### src/csd_pkg.sv
// constants for the charger status-detail register bank
// assumes a byte-wide register read/write port driven by the control-port front end
// Contract
// - input supply detail bits 6:5 read 00 below undervoltage, 10 above overvoltage, 11 valid, never 01.
// - reverse output detail bits 4:3 read 00 below undervoltage and 10 above overvoltage.
// - reverse output detail reads 01 while current limiting occurred within the last 37.5 ms.
// - reverse output detail reads 11 when reverse mode is disabled or the output is healthy.
// - bit 0 of the first register shows the real battery-to-system switch state.
// - bit 7 of the second register shows the thermal regulation flag.
// - the first register is read-only, its spare bits read zero and it resets to zero.
// - battery detail reports overcurrent, then missing, then overvoltage, then timer fault, then below prequal.
package csd_pkg;
  localparam logic [7:0] CSD_OFS_FIRST = 8'h13;
  localparam logic [7:0] CSD_OFS_SECOND = 8'h14;
  localparam logic [7:0] CSD_RST_FIRST = 8'h00;
  localparam logic [7:0] CSD_RST_SECOND = 8'hf8;
  localparam int CSD_IN_POS = 5;
  localparam int CSD_REV_POS = 3;
  localparam int CSD_BSW_POS = 0;
  localparam int CSD_THERMAL_REGULATION_FLAG_POS = 7;
  localparam int CSD_BAT_POS = 4;
  localparam logic [3:0] CSD_MODE_REVERSE = 4'ha;
  localparam logic [1:0] CSD_IN_UNDER = 2'h0;
  localparam logic [1:0] CSD_IN_OVER = 2'h2;
  localparam logic [1:0] CSD_IN_VALID = 2'h3;
  localparam logic [1:0] CSD_REV_UNDER = 2'h0;
  localparam logic [1:0] CSD_REV_ILIM = 2'h1;
  localparam logic [1:0] CSD_REV_OVER = 2'h2;
  localparam logic [1:0] CSD_REV_OK = 2'h3;
  localparam logic [2:0] CSD_BAT_MISSING = 3'h0;
  localparam logic [2:0] CSD_BAT_PREQUAL = 3'h1;
  localparam logic [2:0] CSD_BAT_TIMER = 3'h2;
  localparam logic [2:0] CSD_BAT_OK = 3'h3;
  localparam logic [2:0] CSD_BAT_LOW = 3'h4;
  localparam logic [2:0] CSD_BAT_OVERV = 3'h5;
  localparam logic [2:0] CSD_BAT_OVERC = 3'h6;
  localparam logic [2:0] CSD_BAT_NA = 3'h7;
  localparam real CSD_CLK_MHZ = 20.0;
  localparam real CSD_ILIM_HOLD_MS = 37.5;
  // longest time: round down
  localparam int CSD_ILIM_HOLD_CYC = int'($floor(CSD_ILIM_HOLD_MS * 1000.0 * CSD_CLK_MHZ));
  localparam int CSD_HOLD_W = 20;
endpackage

### src/csd_regs.sv
// charger status-detail registers, first and second detail bytes
// assumes analog comparator flags arrive asynchronously; the read port is on clk_sys_in
`timescale 1ns/1ns
`default_nettype none
module csd_regs
  import csd_pkg::*;
#(
  parameter int HOLD_CYC = CSD_ILIM_HOLD_CYC
)
(
  input wire logic clk_sys_in,
  input wire logic sys_rst_in,
  input wire logic clk_en_in,
  input wire logic in_under_in,
  input wire logic in_over_in,
  input wire logic rev_under_in,
  input wire logic rev_over_in,
  input wire logic rev_ilim_in,
  input wire logic rev_enable_pin_in,
  input wire logic [3:0] mode_in,
  input wire logic batt_switch_on_in,
  input wire logic temp_over_in,
  input wire logic bat_overcurrent_in,
  input wire logic bat_missing_in,
  input wire logic bat_overvoltage_in,
  input wire logic bat_timer_fault_in,
  input wire logic bat_prequal_in,
  input wire logic bat_low_in,
  input wire logic bat_na_in,
  input wire logic [3:0] charge_detail_in,
  input wire logic rd_en_in,
  input wire logic wr_en_in,
  input wire logic [7:0] addr_in,
  input wire logic [7:0] wdata_in,
  output logic [7:0] rdata_out,
  output logic rvalid_out
);
  localparam int NS = 16;

  typedef struct packed {
    logic [NS-1:0] s1;
    logic [NS-1:0] s2;
    logic [CSD_HOLD_W-1:0] hold;
    logic [7:0] first;
    logic [7:0] second;
    logic [7:0] rdata;
    logic rvalid;
  } csd_state_s;

  csd_state_s st_q;
  csd_state_s st_d;
  logic [NS-1:0] raw;

  assign raw = {bat_na_in, bat_low_in, bat_prequal_in, bat_timer_fault_in, bat_overvoltage_in,
                bat_missing_in, bat_overcurrent_in, temp_over_in, batt_switch_on_in,
                rev_enable_pin_in, rev_ilim_in, rev_over_in, rev_under_in, in_over_in,
                in_under_in, 1'b0};

  function automatic logic [2:0] bat_pick(input logic [NS-1:0] s);
    if (s[9]) return CSD_BAT_OVERC;
    else if (s[10]) return CSD_BAT_MISSING;
    else if (s[11]) return CSD_BAT_OVERV;
    else if (s[12]) return CSD_BAT_TIMER;
    else if (s[13]) return CSD_BAT_PREQUAL;
    else if (s[14]) return CSD_BAT_LOW;
    else if (s[15]) return CSD_BAT_NA;
    else return CSD_BAT_OK;
  endfunction

  logic in_under_s, in_over_s, rev_under_s, rev_over_s, rev_ilim_s, rev_en_s;
  logic rev_active;
  logic [1:0] in_code, rev_code;
  assign in_under_s = st_q.s2[1];
  assign in_over_s = st_q.s2[2];
  assign rev_under_s = st_q.s2[3];
  assign rev_over_s = st_q.s2[4];
  assign rev_ilim_s = st_q.s2[5];
  assign rev_en_s = st_q.s2[6];
  // mode comes from on-clock logic, so it is not synchronised
  assign rev_active = rev_en_s || (mode_in == CSD_MODE_REVERSE);

  always_comb
  begin
    // input supply code, 01 never produced
    if (in_under_s)
      in_code = CSD_IN_UNDER;
    else if (in_over_s)
      in_code = CSD_IN_OVER;
    else
      in_code = CSD_IN_VALID;
    if (!rev_active)
      rev_code = CSD_REV_OK;
    else if (rev_under_s)
      rev_code = CSD_REV_UNDER;
    else if (rev_over_s)
      rev_code = CSD_REV_OVER;
    // current limit seen within the hold window
    else if (rev_ilim_s || st_q.hold != '0)
      rev_code = CSD_REV_ILIM;
    else
      rev_code = CSD_REV_OK;
  end

  always_comb
  begin
    st_d = st_q;
    st_d.s1 = raw;
    st_d.s2 = st_q.s1;
    if (rev_active && rev_ilim_s)
      st_d.hold = CSD_HOLD_W'(HOLD_CYC);
    else if (st_q.hold != '0)
      st_d.hold = st_q.hold - 1'b1;
    st_d.first = 8'h00;
    st_d.first[CSD_IN_POS +: 2] = in_code;
    st_d.first[CSD_REV_POS +: 2] = rev_code;
    st_d.first[CSD_BSW_POS] = st_q.s2[7];
    st_d.second[CSD_THERMAL_REGULATION_FLAG_POS] = st_q.s2[8];
    st_d.second[CSD_BAT_POS +: 3] = bat_pick(st_q.s2);
    st_d.second[3:0] = charge_detail_in;
    st_d.rvalid = rd_en_in;
    // writes are not decoded at all
    if (rd_en_in)
    begin
      if (addr_in == CSD_OFS_FIRST)
        st_d.rdata = st_q.first;
      else if (addr_in == CSD_OFS_SECOND)
        st_d.rdata = st_q.second;
      else
        st_d.rdata = 8'h00;
    end
  end

  always_ff @(posedge clk_sys_in)
  begin
    if (sys_rst_in)
    begin
      st_q <= '0;
      st_q.first <= CSD_RST_FIRST;
      st_q.second <= CSD_RST_SECOND;
    end
    else if (clk_en_in)
      st_q <= st_d;
  end

  assign rdata_out = st_q.rdata;
  assign rvalid_out = st_q.rvalid;
endmodule
`default_nettype wire

### config.mk
export PLATFORM = sky130hd
export DESIGN_NAME = csd_regs
export DESIGN_NICKNAME = d
export VERILOG_FILES = /design/src/csd_pkg.sv /design/src/csd_regs.sv
export SDC_FILE = /design/constraint.sdc
export NUM_CORES = 1
export LEC_CHECK = 0
export BUFFER_PORTS_ARGS = -buffer_cell sky130_fd_sc_hd__buf_2
export CORE_ASPECT_RATIO = 1.5
export CORE_MARGIN = 4
export CORE_UTILIZATION = 50
export DETAILED_ROUTE_END_ITERATION = 10
export PLACE_DENSITY = 0.72
export SLEW_MARGIN = 10
export SYNTH_ARGS = -nofsm -noshare
export SYNTH_HDL_FRONTEND = slang
export SYNTH_SLANG_ARGS = --single-unit
### constraint.sdc
create_clock -name clk_sys_in -period 1.9 [get_ports clk_sys_in]
set_input_delay 0 -clock clk_sys_in [delete_from_list [all_inputs] [get_ports clk_sys_in]]
set_output_delay 0 -clock clk_sys_in [all_outputs]
set_load 0.05 [all_outputs]
# == After elaboration in Yosys (flattened, before gate mapping) ==
# Index checks and enable logic that the tools add are counted.
# word_totals
latch_bits,0
memories,0
in_bits,44
register_bits,72
out_inout_bits,9
ramBits,0
rom_bits,0
wordCells,35
# op_classes
n_mul,0
order_cmp,0
n_bitwise,0
n_reduce_logical,7
n_div,0
n_eq_ne,3
addsub,1
muxes,17
shifts,0
# op_table
operator,n
20-bit two-way mux,2
3-bit two-way mux,7
20-bit nonzero test,1
"20-bit by 1-bit subtractor with 20-bit output, second input constant",1
"8-bit by 5-bit equality test with 1-bit output, second input constant",2
8-bit two-way mux,2
2-bit two-way mux,5
"4-bit equality test, second input constant",1
2-bit AND reduction,2
1-bit logical OR,2
2-bit nonzero test,1
1-bit logical AND,1
1-bit two-way mux,1

# == Logic depth before layout (Yosys ltp) ==
# Gate-level depths: netlist of the first run.
# depth
ltp_word,7
mapped_depth,8
mapped_depth_nobuf,7

# == Worst setup path before layout of the first run ==
# No wires, ideal clock.
# synth_timing
path_type,reg-to-reg
from,reg st_q[31] (netlist bit)
to,reg st_q[40] (netlist bit)
setup_ps,73
period_less_slack_ps,2127
path_buffers,0
slack_ps,-227
path_stages_with_launch,6
arrival_time_ps,2054
t_required_ps,1827
path_cell_list,dfxtp_1 or4_4 or4_4 a31o_1 or3_1 a21oi_1
# synth_between
elab_chain_len,3
word_cells_on_any_way,6
classes_between,add/sub: 1; mux: 2; reduce/logical: 3
# synth_lines
item,line,source
start: declaration,csd_regs.sv:50,csd_state_s st_q;
start signal: assignment,csd_regs.sv:142,st_q <= st_d;
20-bit by 1-bit subtractor with 20-bit output / 20-bit nonzero test (equally long branches),"csd_regs.sv:112, csd_regs.sv:111",
20-bit two-way mux / 2-bit nonzero test (equally long branches),--,
20-bit two-way mux / 2-bit AND reduction (equally long branches),--,
# Several ways; a longest one is shown, not always the timed one. The select of a mux whose other input is x is not followed.
# A chain may end at the register's enable or synchronous reset.

# == Worst setup path in the final report of the first run ==
# layout_timing
from,reg st_q[32] (netlist bit)
to,reg st_q[40] (netlist bit)
# The elaborated chain is that of the path after synthesis.

==> impl_results.rst, run 1 <==
.. list-table::
   :header-rows: 1

   * - Metric
     - Value
   * - Run status
     - complete, but fails checks
   * - Violated checks
     - setup timing
   * - Proportion of synthesized flip-flops having asynchronous set or reset
     - 0
   * - Minimum setup slack among reg-to-reg paths
     - -0.21 ns
   * - Io pins
     - 53
   * - Ys flop type
     - sky130_fd_sc_hd__dfxtp_1
   * - Fraction of layout cells with a size suffix above 1
     - 0.3073
   * - Area enclosed by the die boundary
     - around 0.0075 sq mm
   * - Switching component of the power
     - about 2.3 mW
   * - Setup repair after global routing missed its margin
     - true
   * - Clock sinks
     - 72
   * - Crit path arrival time
     - approximately 2.4 ns
   * - Starting density of the core
     - 0.5231
   * - Total detailed-routing wirelength
     - 7.616 mm
   * - Post-synth top area share
     - 0.4660
   * - Leak
     - ~1.8 nW
   * - Portion of total power attributed to sequential cells
     - 0.308
   * - Combinational Power Share
     - 0.466
   * - Area inside the core boundary
     - approximately 0.006 sq mm
   * - Clock tree from TritonCTS
     - yes
   * - Power density over the cells
     - ~1600 mW/mm^2
   * - Port Buf Inserts
     - 43
   * - Cell types occupying the most area after synthesis
     - sky130_fd_sc_hd__dfxtp_1 (47%), sky130_fd_sc_hd__mux2i_1 (12%), sky130_fd_sc_hd__nor2_1 (7.9%)
   * - Most used standard cell by instance count after synthesis
     - sky130_fd_sc_hd__dfxtp_1
   * - Required time at the endpoint of the critical path
     - around 2.2 ns
   * - CTS clock-pin slew for the worst setup and hold paths
     - roughly 0.080 ns
   * - Site Rows
     - 34
   * - Cell type with the largest total area after synthesis
     - sky130_fd_sc_hd__dfxtp_1
   * - Half-perimeter wire length of the detailed placement result
     - around 5.0 mm
   * - Number of nets produced by synthesis
     - 375
   * - Remaining antenna violation count
     - 0
   * - Count of TritonRoute iterations in the first routing pass
     - 4
   * - Max Transition Viols Final
     - 0
   * - Number of distinct standard cells referenced by the synthesized netlist
     - 45
   * - Maximum buffer depth of the clock tree
     - 2
   * - Worst-path cell with the longest stage delay
     - sky130_fd_sc_hd__or4_4
   * - Number of H-tree branching levels
     - 3
   * - Cell family contributing the most delay on the critical path
     - simple AND/OR/NAND/NOR gates
   * - Final Hold Viols
     - 0
   * - Vias in the first global route
     - between 2k and 3k
   * - Relative slew slack
     - 0.6830
   * - Wire length of the first global-routing pass
     - 12.79 mm
   * - Cell-internal power
     - about 4.3 mW
   * - Number of max-cap violations
     - 0
   * - Antenna diode count
     - 0
   * - Maximum cell stage delay along the critical path
     - ~0.53 ns
   * - Crit path time final
     - roughly 2.1 ns
   * - Most frequent cell on the critical path
     - sky130_fd_sc_hd__or4_4
   * - Post-Synthesis Cell Area
     - slightly above 0.003 sq mm
   * - Synth cell count leaders
     - sky130_fd_sc_hd__dfxtp_1 (72), sky130_fd_sc_hd__nor2_1 (65), sky130_fd_sc_hd__mux2i_1 (36)
   * - Maximum number of pins on one net before global-route repair
     - 32
   * - Fraction of the yosys area taken by sequential cells
     - 0.4660
   * - Worst ir drop on vdd
     - ~0.77 mV
   * - Clk Latency, worst-skew pair
     - 0.35 ns
   * - Final setup fails
     - 8
   * - Post-route DRC violation count
     - 0
   * - Type of the worst setup path
     - flop to flop
   * - Final sum of negative setup slack
     - -0.8100 ns
   * - Max Freq
     - between 400 and 500 MHz
   * - Layout overhead on the synthesized area
     - 35.76%
   * - Post-synthesis average cell area
     - 9.401 sq um
   * - Per-cell via count in the routed design
     - around 5.5
   * - Highest fanout seen on the critical path
     - 4
   * - Number of flops mapped to enable cells by yosys
     - 0
   * - Initial antenna violation count
     - 0
   * - Tot Pwr
     - approximately 6.5 mW
   * - Critical path endpoint category
     - flop
   * - Total gr overflow
     - 0
   * - Final clock skew
     - 0.009735 ns
   * - Cells after synthesis
     - approximately 330
   * - Worst Setup Start Kind
     - flop
   * - Final net count
     - 465
   * - Global routing usage summed across all routing layers
     - 0.2121
   * - Overall via count from detail_route
     - 2726
   * - Ratio of final minimum period to clock period
     - 1.112
   * - WL per Instance
     - approximately 15 microns
   * - Die width
     - just over 70 microns
   * - Worst path buffer plus inverter count
     - 0
   * - Worst Setup Slack, final
     - -0.2127 ns
   * - Worst slew pin tran
     - around 0.47 ns
   * - Die Y-Extent
     - 104.3 microns
   * - Worst hold path class
     - input port to flop
   * - Switching share of power
     - 0.3455
   * - Ys Warns
     - 0
   * - Clock Root Buffer
     - sky130_fd_sc_hd__clkbuf_8
   * - Critical path, cell by cell
     - or4_4 -> or4_4 -> a31o_1 -> or3_1 -> a21oi_2
   * - Part of the power in the clock network
     - 0.226
   * - Number of violations reported at the end of detailed-routing iteration 0
     - 150
   * - Number of storage elements in the synthesis netlist
     - 72
   * - Routability Congestion
     - roughly 0.86
   * - Number of buffers created by CTS
     - 9
==> power by group through the flow <==
stage | Sequential, mW | Combinational (mW) | Clock [mW]
detailed placement | 1.98 | 2.32 | 0
global placement | 1.97 | 2.27 | 0
global route | 2.03 | 3.33 | 1.57
finish | 2.01 | 3.04 | 1.47
CTS | 1.96 | 2.60 | 1.49
floorplan | 1.97 | 1.45 | 0
==> metal layers <==
layer | part of all wire | global-route usage | vias up
met5 | 0 | 0 | -
li1 | - | - | 1342
met1 | 0.40 | 0.2465 | 1304
met4 | 0.026 | 0.09812 | 0
met3 | 0.033 | 0.04449 | 18
met2 | 0.54 | 0.3618 | 62
==> stage by stage <==
step | std cells | hold WS, ns | util | worst slack (ns) | area [sq um]
3_3_place_gp | 454 | 0.2306 | 0.5950 | -0.1732 | 3518
6_report | 495 | 0.1318 | 0.7101 | -0.2127 | 4199
4_1_cts | 493 | 0.1244 | 0.6845 | -0.1724 | 4048
3_5_place_dp | 454 | 0.2409 | 0.5950 | -0.1697 | 3518
5_1_grt | 495 | 0.1628 | 0.7101 | -0.2507 | 4199
2_1_floorplan | 329 | 0.1284 | - | -0.1437 | 3097
==> repair_timing <==
action | in CTS | in global routing
setup endpoints to repair | 16 | 20
hold buffers | 21 | 0
hold endpoints to repair | 20 | 0
pin swaps | 7 | 6
gates resized for setup | 11 | 27
buffers inserted | 3 | 2
==> cell families after synthesis <==
group / Yosys count / share of synthesized area
mux: 36 / 0.1165
fa+ha+maj: 2 / 0.008089
xor+xnor: 17 / 0.04814
flops: 72 / 0.4660
compound gates: 61 / 0.1343
buf+inv: 30 / 0.05097
simple gates: 111 / 0.1760
==> sequential cells by signal, indices dropped and copies added (netlist names) <==
name,cells
rev_ilim_s,1
rev_under_s,1
rvalid_out,1
rdata_out,8
rev_en_s,1
st_d,17
in_over_s,1
st_q,40
in_under_s,1
rev_over_s,1
==> tightest hold or removal path, stage by stage <==
cell	delay [ns]
sky130_fd_sc_hd__buf_2	0.13
sky130_fd_sc_hd__inv_1	0.15
sky130_fd_sc_hd__nand2_1	0.09
sky130_fd_sc_hd__a21oi_1	0.06
==> layout by cell type, fill, tap and decap left out, drive strengths merged, types with 2 or more instances in the layout <==
master	instances
dlygate4sd3	21
o311ai	2
xor2	11
nor3	6
bufinv	3
nor3b	2
clkbuf	9
buf	81
nand3	2
ha	2
or3	6
nand2b	2
nor2	65
inv	9
a31oi	3
dfxtp	72
a211oi	2
o211ai	6
nor4	5
xnor2	6
a21oi	18
or2	2
nand2	6
o21ai	7
a22o	5
o21bai	2
nor4bb	2
nand4	4
or4	5
a22oi	8
o221a	2
mux2i	36
nor4b	2
==> area by class of cell <==
type | count | area, sq um
multi-input combinational | 227 | 1669
sequential | 72 | 1449
clock inverter | 6 | 115.1
clock buffer | 9 | 123.9
inverter | 7 | 26.28
tap | 72 | 90.09
fill | 429 | 1714
timing repair buffer | 102 | 725.7
==> path summary, 6_finish.rpt <==
path	startpoint	end	cells past startpoint
setup / recovery	st_q[32]	st_q[40]	5
hold reg to reg	st_q[13]	st_q[13]	2
setup reg to reg	st_q[32]	st_q[40]	5
hold / removal	clk_en_in	rvalid_out	4
No activity file was read; power rests on OpenSTA's default activity.
==> run 2: changes to the inputs <==
--- a/config.mk
+++ b/config.mk
@@ -11,7 +11,7 @@
 export CORE_UTILIZATION = 50
 export DETAILED_ROUTE_END_ITERATION = 10
 export PLACE_DENSITY = 0.72
-export SLEW_MARGIN = 10
+export SKIP_LAST_GASP = 1
 export SYNTH_ARGS = -nofsm -noshare
 export SYNTH_HDL_FRONTEND = slang
 export SYNTH_SLANG_ARGS = --single-unit
==> impl_results.rst, run 2 (synthesis results as in run 1) <==
.. list-table::
   :header-rows: 1

   * - Metric
     - Value
   * - Worst hold path class
     - input port to flop
   * - Antenna diode count
     - 0
   * - Worst r2r dst
     - st_q[40]
   * - Clk Latency, worst-skew pair
     - approximately 0.34 ns
   * - Layout overhead on the synthesized area
     - 34.95%
   * - Ratio of final minimum period to clock period
     - 1.106
   * - Die width
     - slightly above 70 microns
   * - Setup repair after global routing missed its margin
     - true
   * - Combinational Power Share
     - 0.465
   * - Post-route DRC violation count
     - 0
   * - Max Transition Viols Final
     - 0
   * - Number of buffers created by CTS
     - 9
   * - Required time at the endpoint of the critical path
     - roughly 2.2 ns
   * - Final Hold Viols
     - 0
   * - Setup WS pre-CTS
     - -0.1697 ns
   * - Final net count
     - ~470
   * - Critical path, cell by cell
     - or4_4 -> or4_4 -> a31o_1 -> or3_1 -> a21oi_1
   * - Overall via count from detail_route
     - approximately 2.7k
   * - Leak
     - 1.808 nW
   * - Portion of total power attributed to sequential cells
     - 0.309
   * - Worst ir drop on vdd
     - 0.7659 mV
   * - Critical path endpoint category
     - flop
   * - Highest fanout seen on the critical path
     - 4
   * - Most common cell after layout, fill and taps aside
     - sky130_fd_sc_hd__dfxtp_1
   * - Worst-path cell with the longest stage delay
     - sky130_fd_sc_hd__or4_4
   * - Type of the worst setup path
     - flop to flop
   * - Crit path time final
     - between 2 and 2.5 ns
   * - Worst r2r src
     - st_q[34]
   * - Switching share of power
     - 0.3471
   * - Leading cell types in the layout, fill and taps excluded
     - sky130_fd_sc_hd__dfxtp_1 (66), sky130_fd_sc_hd__nor2_1 (65), sky130_fd_sc_hd__buf_2 (43)
   * - Site Rows
     - 34
   * - CTS clock-pin slew for the worst setup and hold paths
     - roughly 0.080 ns
   * - Area enclosed by the die boundary
     - ~0.0075 sq mm
   * - Power density over the cells
     - between 1500 and 2000 mW/mm^2
   * - Total detailed-routing wirelength
     - a little under 8 mm
   * - Routability Congestion
     - 0.8624
   * - Starting density of the core
     - 0.5231
   * - Count of placed standard cells including taps
     - between 400 and 500
   * - Max Freq
     - roughly 480 MHz
   * - Clock Root Buffer
     - sky130_fd_sc_hd__clkbuf_8
   * - WL per Instance
     - approximately 16 microns
   * - Critical hold path startpoint
     - clk_en_in
   * - Worst R2R Path Depth
     - 5
   * - Initial antenna violation count
     - 0
   * - Final clock skew
     - ~0.0059 ns
   * - Global routing usage summed across all routing layers
     - 0.2121
   * - Worst slew pin tran
     - a little under 0.5 ns
   * - Port Buf Inserts
     - 43
   * - Cell-internal power
     - around 4.2 mW
   * - Most frequent cell on the critical path
     - sky130_fd_sc_hd__or4_4
   * - Fraction of layout cells with a size suffix above 1
     - 0.3026
   * - Clock tree from TritonCTS
     - yes
   * - Number of violations reported at the end of detailed-routing iteration 0
     - about 130
   * - Final design utilization
     - 0.7059
   * - Number of max-cap violations
     - 0
   * - Minimum setup slack among reg-to-reg paths
     - -0.20 ns
   * - Worst Setup Start Kind
     - flop
   * - Wire length of the first global-routing pass
     - about 13 mm
   * - Worst Setup Slack, final
     - -0.2010 ns
   * - Maximum buffer depth of the clock tree
     - 2
   * - Relative slew slack
     - 0.6693
   * - Per-cell via count in the routed design
     - about 5.5
   * - Part of the power in the clock network
     - 0.226
   * - Area inside the core boundary
     - around 0.006 sq mm
   * - Final setup fails
     - 10
   * - Worst path buffer plus inverter count
     - 0
   * - Number of H-tree branching levels
     - 3
   * - Vias in the first global route
     - about 2.8k
   * - Crit path arrival time
     - 2.37 ns
   * - Cell family contributing the most delay on the critical path
     - simple AND/OR/NAND/NOR gates
   * - Total gr overflow
     - 0
   * - Largest Register
     - st_q
   * - Io pins
     - 53
   * - Violated checks
     - setup timing
   * - Maximum number of pins on one net before global-route repair
     - 32
   * - Hold Crit Depth
     - 4
   * - Final sum of negative setup slack
     - -0.7856 ns
   * - Worst Hold Path EP
     - rvalid_out
   * - Count of TritonRoute iterations in the first routing pass
     - 4
   * - Die Y-Extent
     - around 100 microns
   * - Clock sinks
     - 72
   * - Switching component of the power
     - about 2.3 mW
   * - Run status
     - complete, but fails checks
   * - Maximum cell stage delay along the critical path
     - roughly 0.54 ns
   * - Half-perimeter wire length of the detailed placement result
     - a little over 5 mm
   * - Flip-flop count of the largest register after layout
     - 40
   * - Final cell count without fillers
     - roughly 500
   * - Remaining antenna violation count
     - 0
[run 2: cell counts in the layout (fill, tap and decap cells not counted)]
No cell type changed its count.
[run 2: area by class of cell]
type,count,area [sq um]
sequential,72,1449
clock inverter,6,115.1
inverter,7,26.28
multi-input combinational,227,1644
timing repair buffer,102,725.7
fill,436,1739
clock buffer,9,123.9
tap,72,90.09
[run 2: through the flow]
stage          total power [mW]  hold slack, ns  area (sq um)
2_1_floorplan             3.418          0.1284          3097
3_3_place_gp              4.234          0.2306          3518
3_5_place_dp              4.300          0.2409          3518
4_1_cts                   6.050          0.1244          4048
5_1_grt                   6.889          0.1628          4174
6_report                  6.494          0.1404          4174
[run 2: what timing repair did]
action                                  in CTS  in global routing
gates resized for setup                     11                 23
gates cloned                                 0                  0
endpoints found under the setup margin      16                 20
setup buffers                                3                  2
endpoints found under the hold margin       20                  0
pin swaps                                    7                  6
hold buffers                                21                  0
[run 2: per-layer routing]
metal / vias up / track usage / share of wire
li1: 1349 / - / -
met2: 58 / 0.3618 / 0.55
met1: 1309 / 0.2465 / 0.40
met3: 16 / 0.04449 / 0.030
met5: - / 0 / 0
met4: 0 / 0.09812 / 0.025
[run 2: worst reg2reg max path: stages, from the launching register on]
cell	delay [ns]
sky130_fd_sc_hd__dfxtp_2	0.33
sky130_fd_sc_hd__or4_4	0.55
sky130_fd_sc_hd__or4_4	0.52
sky130_fd_sc_hd__a31o_1	0.22
sky130_fd_sc_hd__or3_1	0.30
sky130_fd_sc_hd__a21oi_1	0.12
[run 2: how the worst max path moves through the flow]
stage | slack (ns) | to | from | depth (start not counted)
finish | -0.20 | st_q[40] | st_q[34] | 5
floorplan | -0.14 | st_q[40] | st_q[34] | 5
global route | -0.25 | st_q[40] | st_q[34] | 5
global placement | -0.17 | st_q[41] | st_q[26] | 10
detailed placement | -0.17 | st_q[40] | st_q[34] | 5
CTS | -0.17 | st_q[40] | st_q[34] | 5
[run 2: power groups by stage]
stage	clock (mW)	sequential, mW	combinational, mW
floorplan	0	1.97	1.45
global placement	0	1.97	2.27
detailed placement	0	1.98	2.32
CTS	1.49	1.96	2.60
global route	1.57	2.03	3.30
finish	1.47	2.01	3.02
==> run 3: changes to the inputs <==
==> constraint.sdc (replaced) <==
create_clock -name clk_sys_in -period 1.9 [get_ports clk_sys_in]
set_input_delay 0.475 -clock clk_sys_in [delete_from_list [all_inputs] [get_ports clk_sys_in]]
set_output_delay 0.475 -clock clk_sys_in [all_outputs]
set_load 0.05 [all_outputs]
==> impl_results.rst, run 3 (synthesis results as in run 1) <==
.. list-table::
   :header-rows: 1

   * - Metric
     - Value
   * - Maximum number of pins on one net before global-route repair
     - 23
   * - Number of H-tree branching levels
     - 3
   * - Max Freq
     - about 460 MHz
   * - Die Y-Extent
     - between 100 and 150 microns
   * - Post-route DRC violation count
     - 0
   * - Area inside the core boundary
     - a little under 0.006 sq mm
   * - Max Transition Viols Final
     - 0
   * - Routability Congestion
     - 0.8634
   * - Final Hold Viols
     - 0
   * - Worst ir drop on vdd
     - just under 0.8 mV
   * - Crit path arrival time
     - between 2 and 2.5 ns
   * - Crit path time final
     - ~2.2 ns
   * - Relative slew slack
     - 0.6836
   * - Per-cell via count in the routed design
     - around 5.5
   * - Remaining antenna violation count
     - 0
   * - Ratio of final minimum period to clock period
     - 1.134
   * - Site Rows
     - 34
   * - Vias in the first global route
     - approximately 2.6k
   * - Leading cell types in the layout, fill and taps excluded
     - sky130_fd_sc_hd__dfxtp_1 (66), sky130_fd_sc_hd__nor2_1 (65), sky130_fd_sc_hd__buf_2 (43)
   * - Initial antenna violation count
     - 0
   * - Power density over the cells
     - 1528 mW/mm^2
   * - Highest fanout seen on the critical path
     - 4
   * - Die width
     - 72.22 microns
   * - Fraction of layout cells with a size suffix above 1
     - 0.3358
   * - Final setup fails
     - 10
   * - Starting density of the core
     - 0.5231
   * - CTS clock-pin slew for the worst setup and hold paths
     - approximately 0.080 ns
   * - Area enclosed by the die boundary
     - 0.007534 sq mm
   * - Clock sinks
     - 72
   * - Setup WS pre-CTS
     - -0.1848 ns
   * - WL per Instance
     - around 15 microns
   * - Required time at the endpoint of the critical path
     - around 2.2 ns
   * - Number of violations reported at the end of detailed-routing iteration 0
     - between 100 and 150
   * - Worst hold path class
     - input port to flop
   * - Count of TritonRoute iterations in the first routing pass
     - 4
   * - Number of buffers created by CTS
     - 9
   * - Clock tree from TritonCTS
     - yes
   * - Run status
     - complete, but fails checks
   * - Final clock skew
     - 0.005462 ns
   * - Critical path endpoint category
     - flop
   * - Worst slew pin tran
     - 0.4702 ns
   * - Tot Pwr
     - 6.069 mW
   * - Leak
     - around 1.7 nW
   * - Number of max-cap violations
     - 0
   * - Wire length of the first global-routing pass
     - between 10 and 15 mm
   * - Final sum of negative setup slack
     - -1.156 ns
   * - Flip-flop count of the largest register after layout
     - 40
   * - Final net count
     - roughly 450
   * - Count of placed standard cells including taps
     - between 400 and 500
   * - Clk Latency, worst-skew pair
     - 0.34 ns
   * - Violated checks
     - setup timing
   * - Most common cell after layout, fill and taps aside
     - sky130_fd_sc_hd__dfxtp_1
   * - Layout overhead on the synthesized area
     - 28.44%
   * - Global routing usage summed across all routing layers
     - 0.1940
   * - Antenna diode count
     - 0
   * - Io pins
     - 53
   * - Largest Register
     - st_q
   * - Worst Setup Slack, final
     - -0.2552 ns
   * - Overall via count from detail_route
     - around 2.7k
   * - Port Buf Inserts
     - 43
   * - Final cell count without fillers
     - 483
   * - Type of the worst setup path
     - flop to flop
   * - Final design utilization
     - 0.6718
   * - Total gr overflow
     - 0
   * - Number of inserted filler cells in the final layout
     - ~480
   * - Maximum buffer depth of the clock tree
     - 2
   * - Clock Root Buffer
     - sky130_fd_sc_hd__clkbuf_8
   * - Setup repair after global routing missed its margin
     - true
   * - Worst Setup Start Kind
     - flop
   * - Half-perimeter wire length of the detailed placement result
     - about 5.0 mm
   * - Total detailed-routing wirelength
     - approximately 7.3 mm
-- run 3: final timing paths --
check / from / endpoint / slack (ns) / cells past startpoint
worst min register to register: st_q[23] / st_q[23] / 0.48 / 2
worst max-delay path: st_q[26] / st_q[40] / -0.26 / 5
worst min-delay path: charge_detail_in[3] / st_q[12] / 0.36 / 3
worst max register to register: st_q[26] / st_q[40] / -0.26 / 5
-- run 3: power by group --
part / internal (mW) / switching, mW
clock network: 0.499 / 0.553
registers: 1.77 / 0.218
logic: 1.60 / 1.43
total: 3.87 / 2.20
-- run 3: worst max-delay path, stage by stage (launching register included) --
cell                      delay, ns
sky130_fd_sc_hd__dfxtp_2       0.33
sky130_fd_sc_hd__or4_4         0.54
sky130_fd_sc_hd__or4_4         0.53
sky130_fd_sc_hd__a31o_1        0.23
sky130_fd_sc_hd__or3_4         0.33
sky130_fd_sc_hd__a21oi_2       0.12
-- run 3: per-layer routing --
layer	part of all wire	global-route usage	vias to the layer above
li1	-	-	1318
met1	0.38	0.2114	1280
met2	0.56	0.3442	54
met3	0.040	0.04352	15
met4	0.020	0.09005	0
met5	0	0	-
-- run 3: timing repair --
item,CTS,global route
hold buffers,0,0
resized for setup,9,30
setup endpoints to repair,20,21
pin swaps,1,20
hold endpoints to repair,0,0
setup buffers,1,11
-- run 3: per-stage QoR --
| step | area, sq um | hold WS [ns] |
|---|---|---|
| 4_1_cts | 3759 | 0.3481 |
| 3_5_place_dp | 3533 | 0.4677 |
| 2_1_floorplan | 3097 | 0.4381 |
| 5_1_grt | 3973 | 0.3559 |
| 6_report | 3973 | 0.3627 |
| 3_3_place_gp | 3533 | 0.4554 |
-- run 3: cell type report --
class	count	area, sq um	area share
Clock buffer	10	137.6	0.03465
Clock inverter	5	33.78	0.008504
Inverter	7	28.78	0.007244
Multi-Input combinational cell	227	1644	0.4139
Sequential cell	72	1451	0.3654
Tap cell	72	90.09	0.02268
Timing Repair Buffer	90	586.8	0.1477
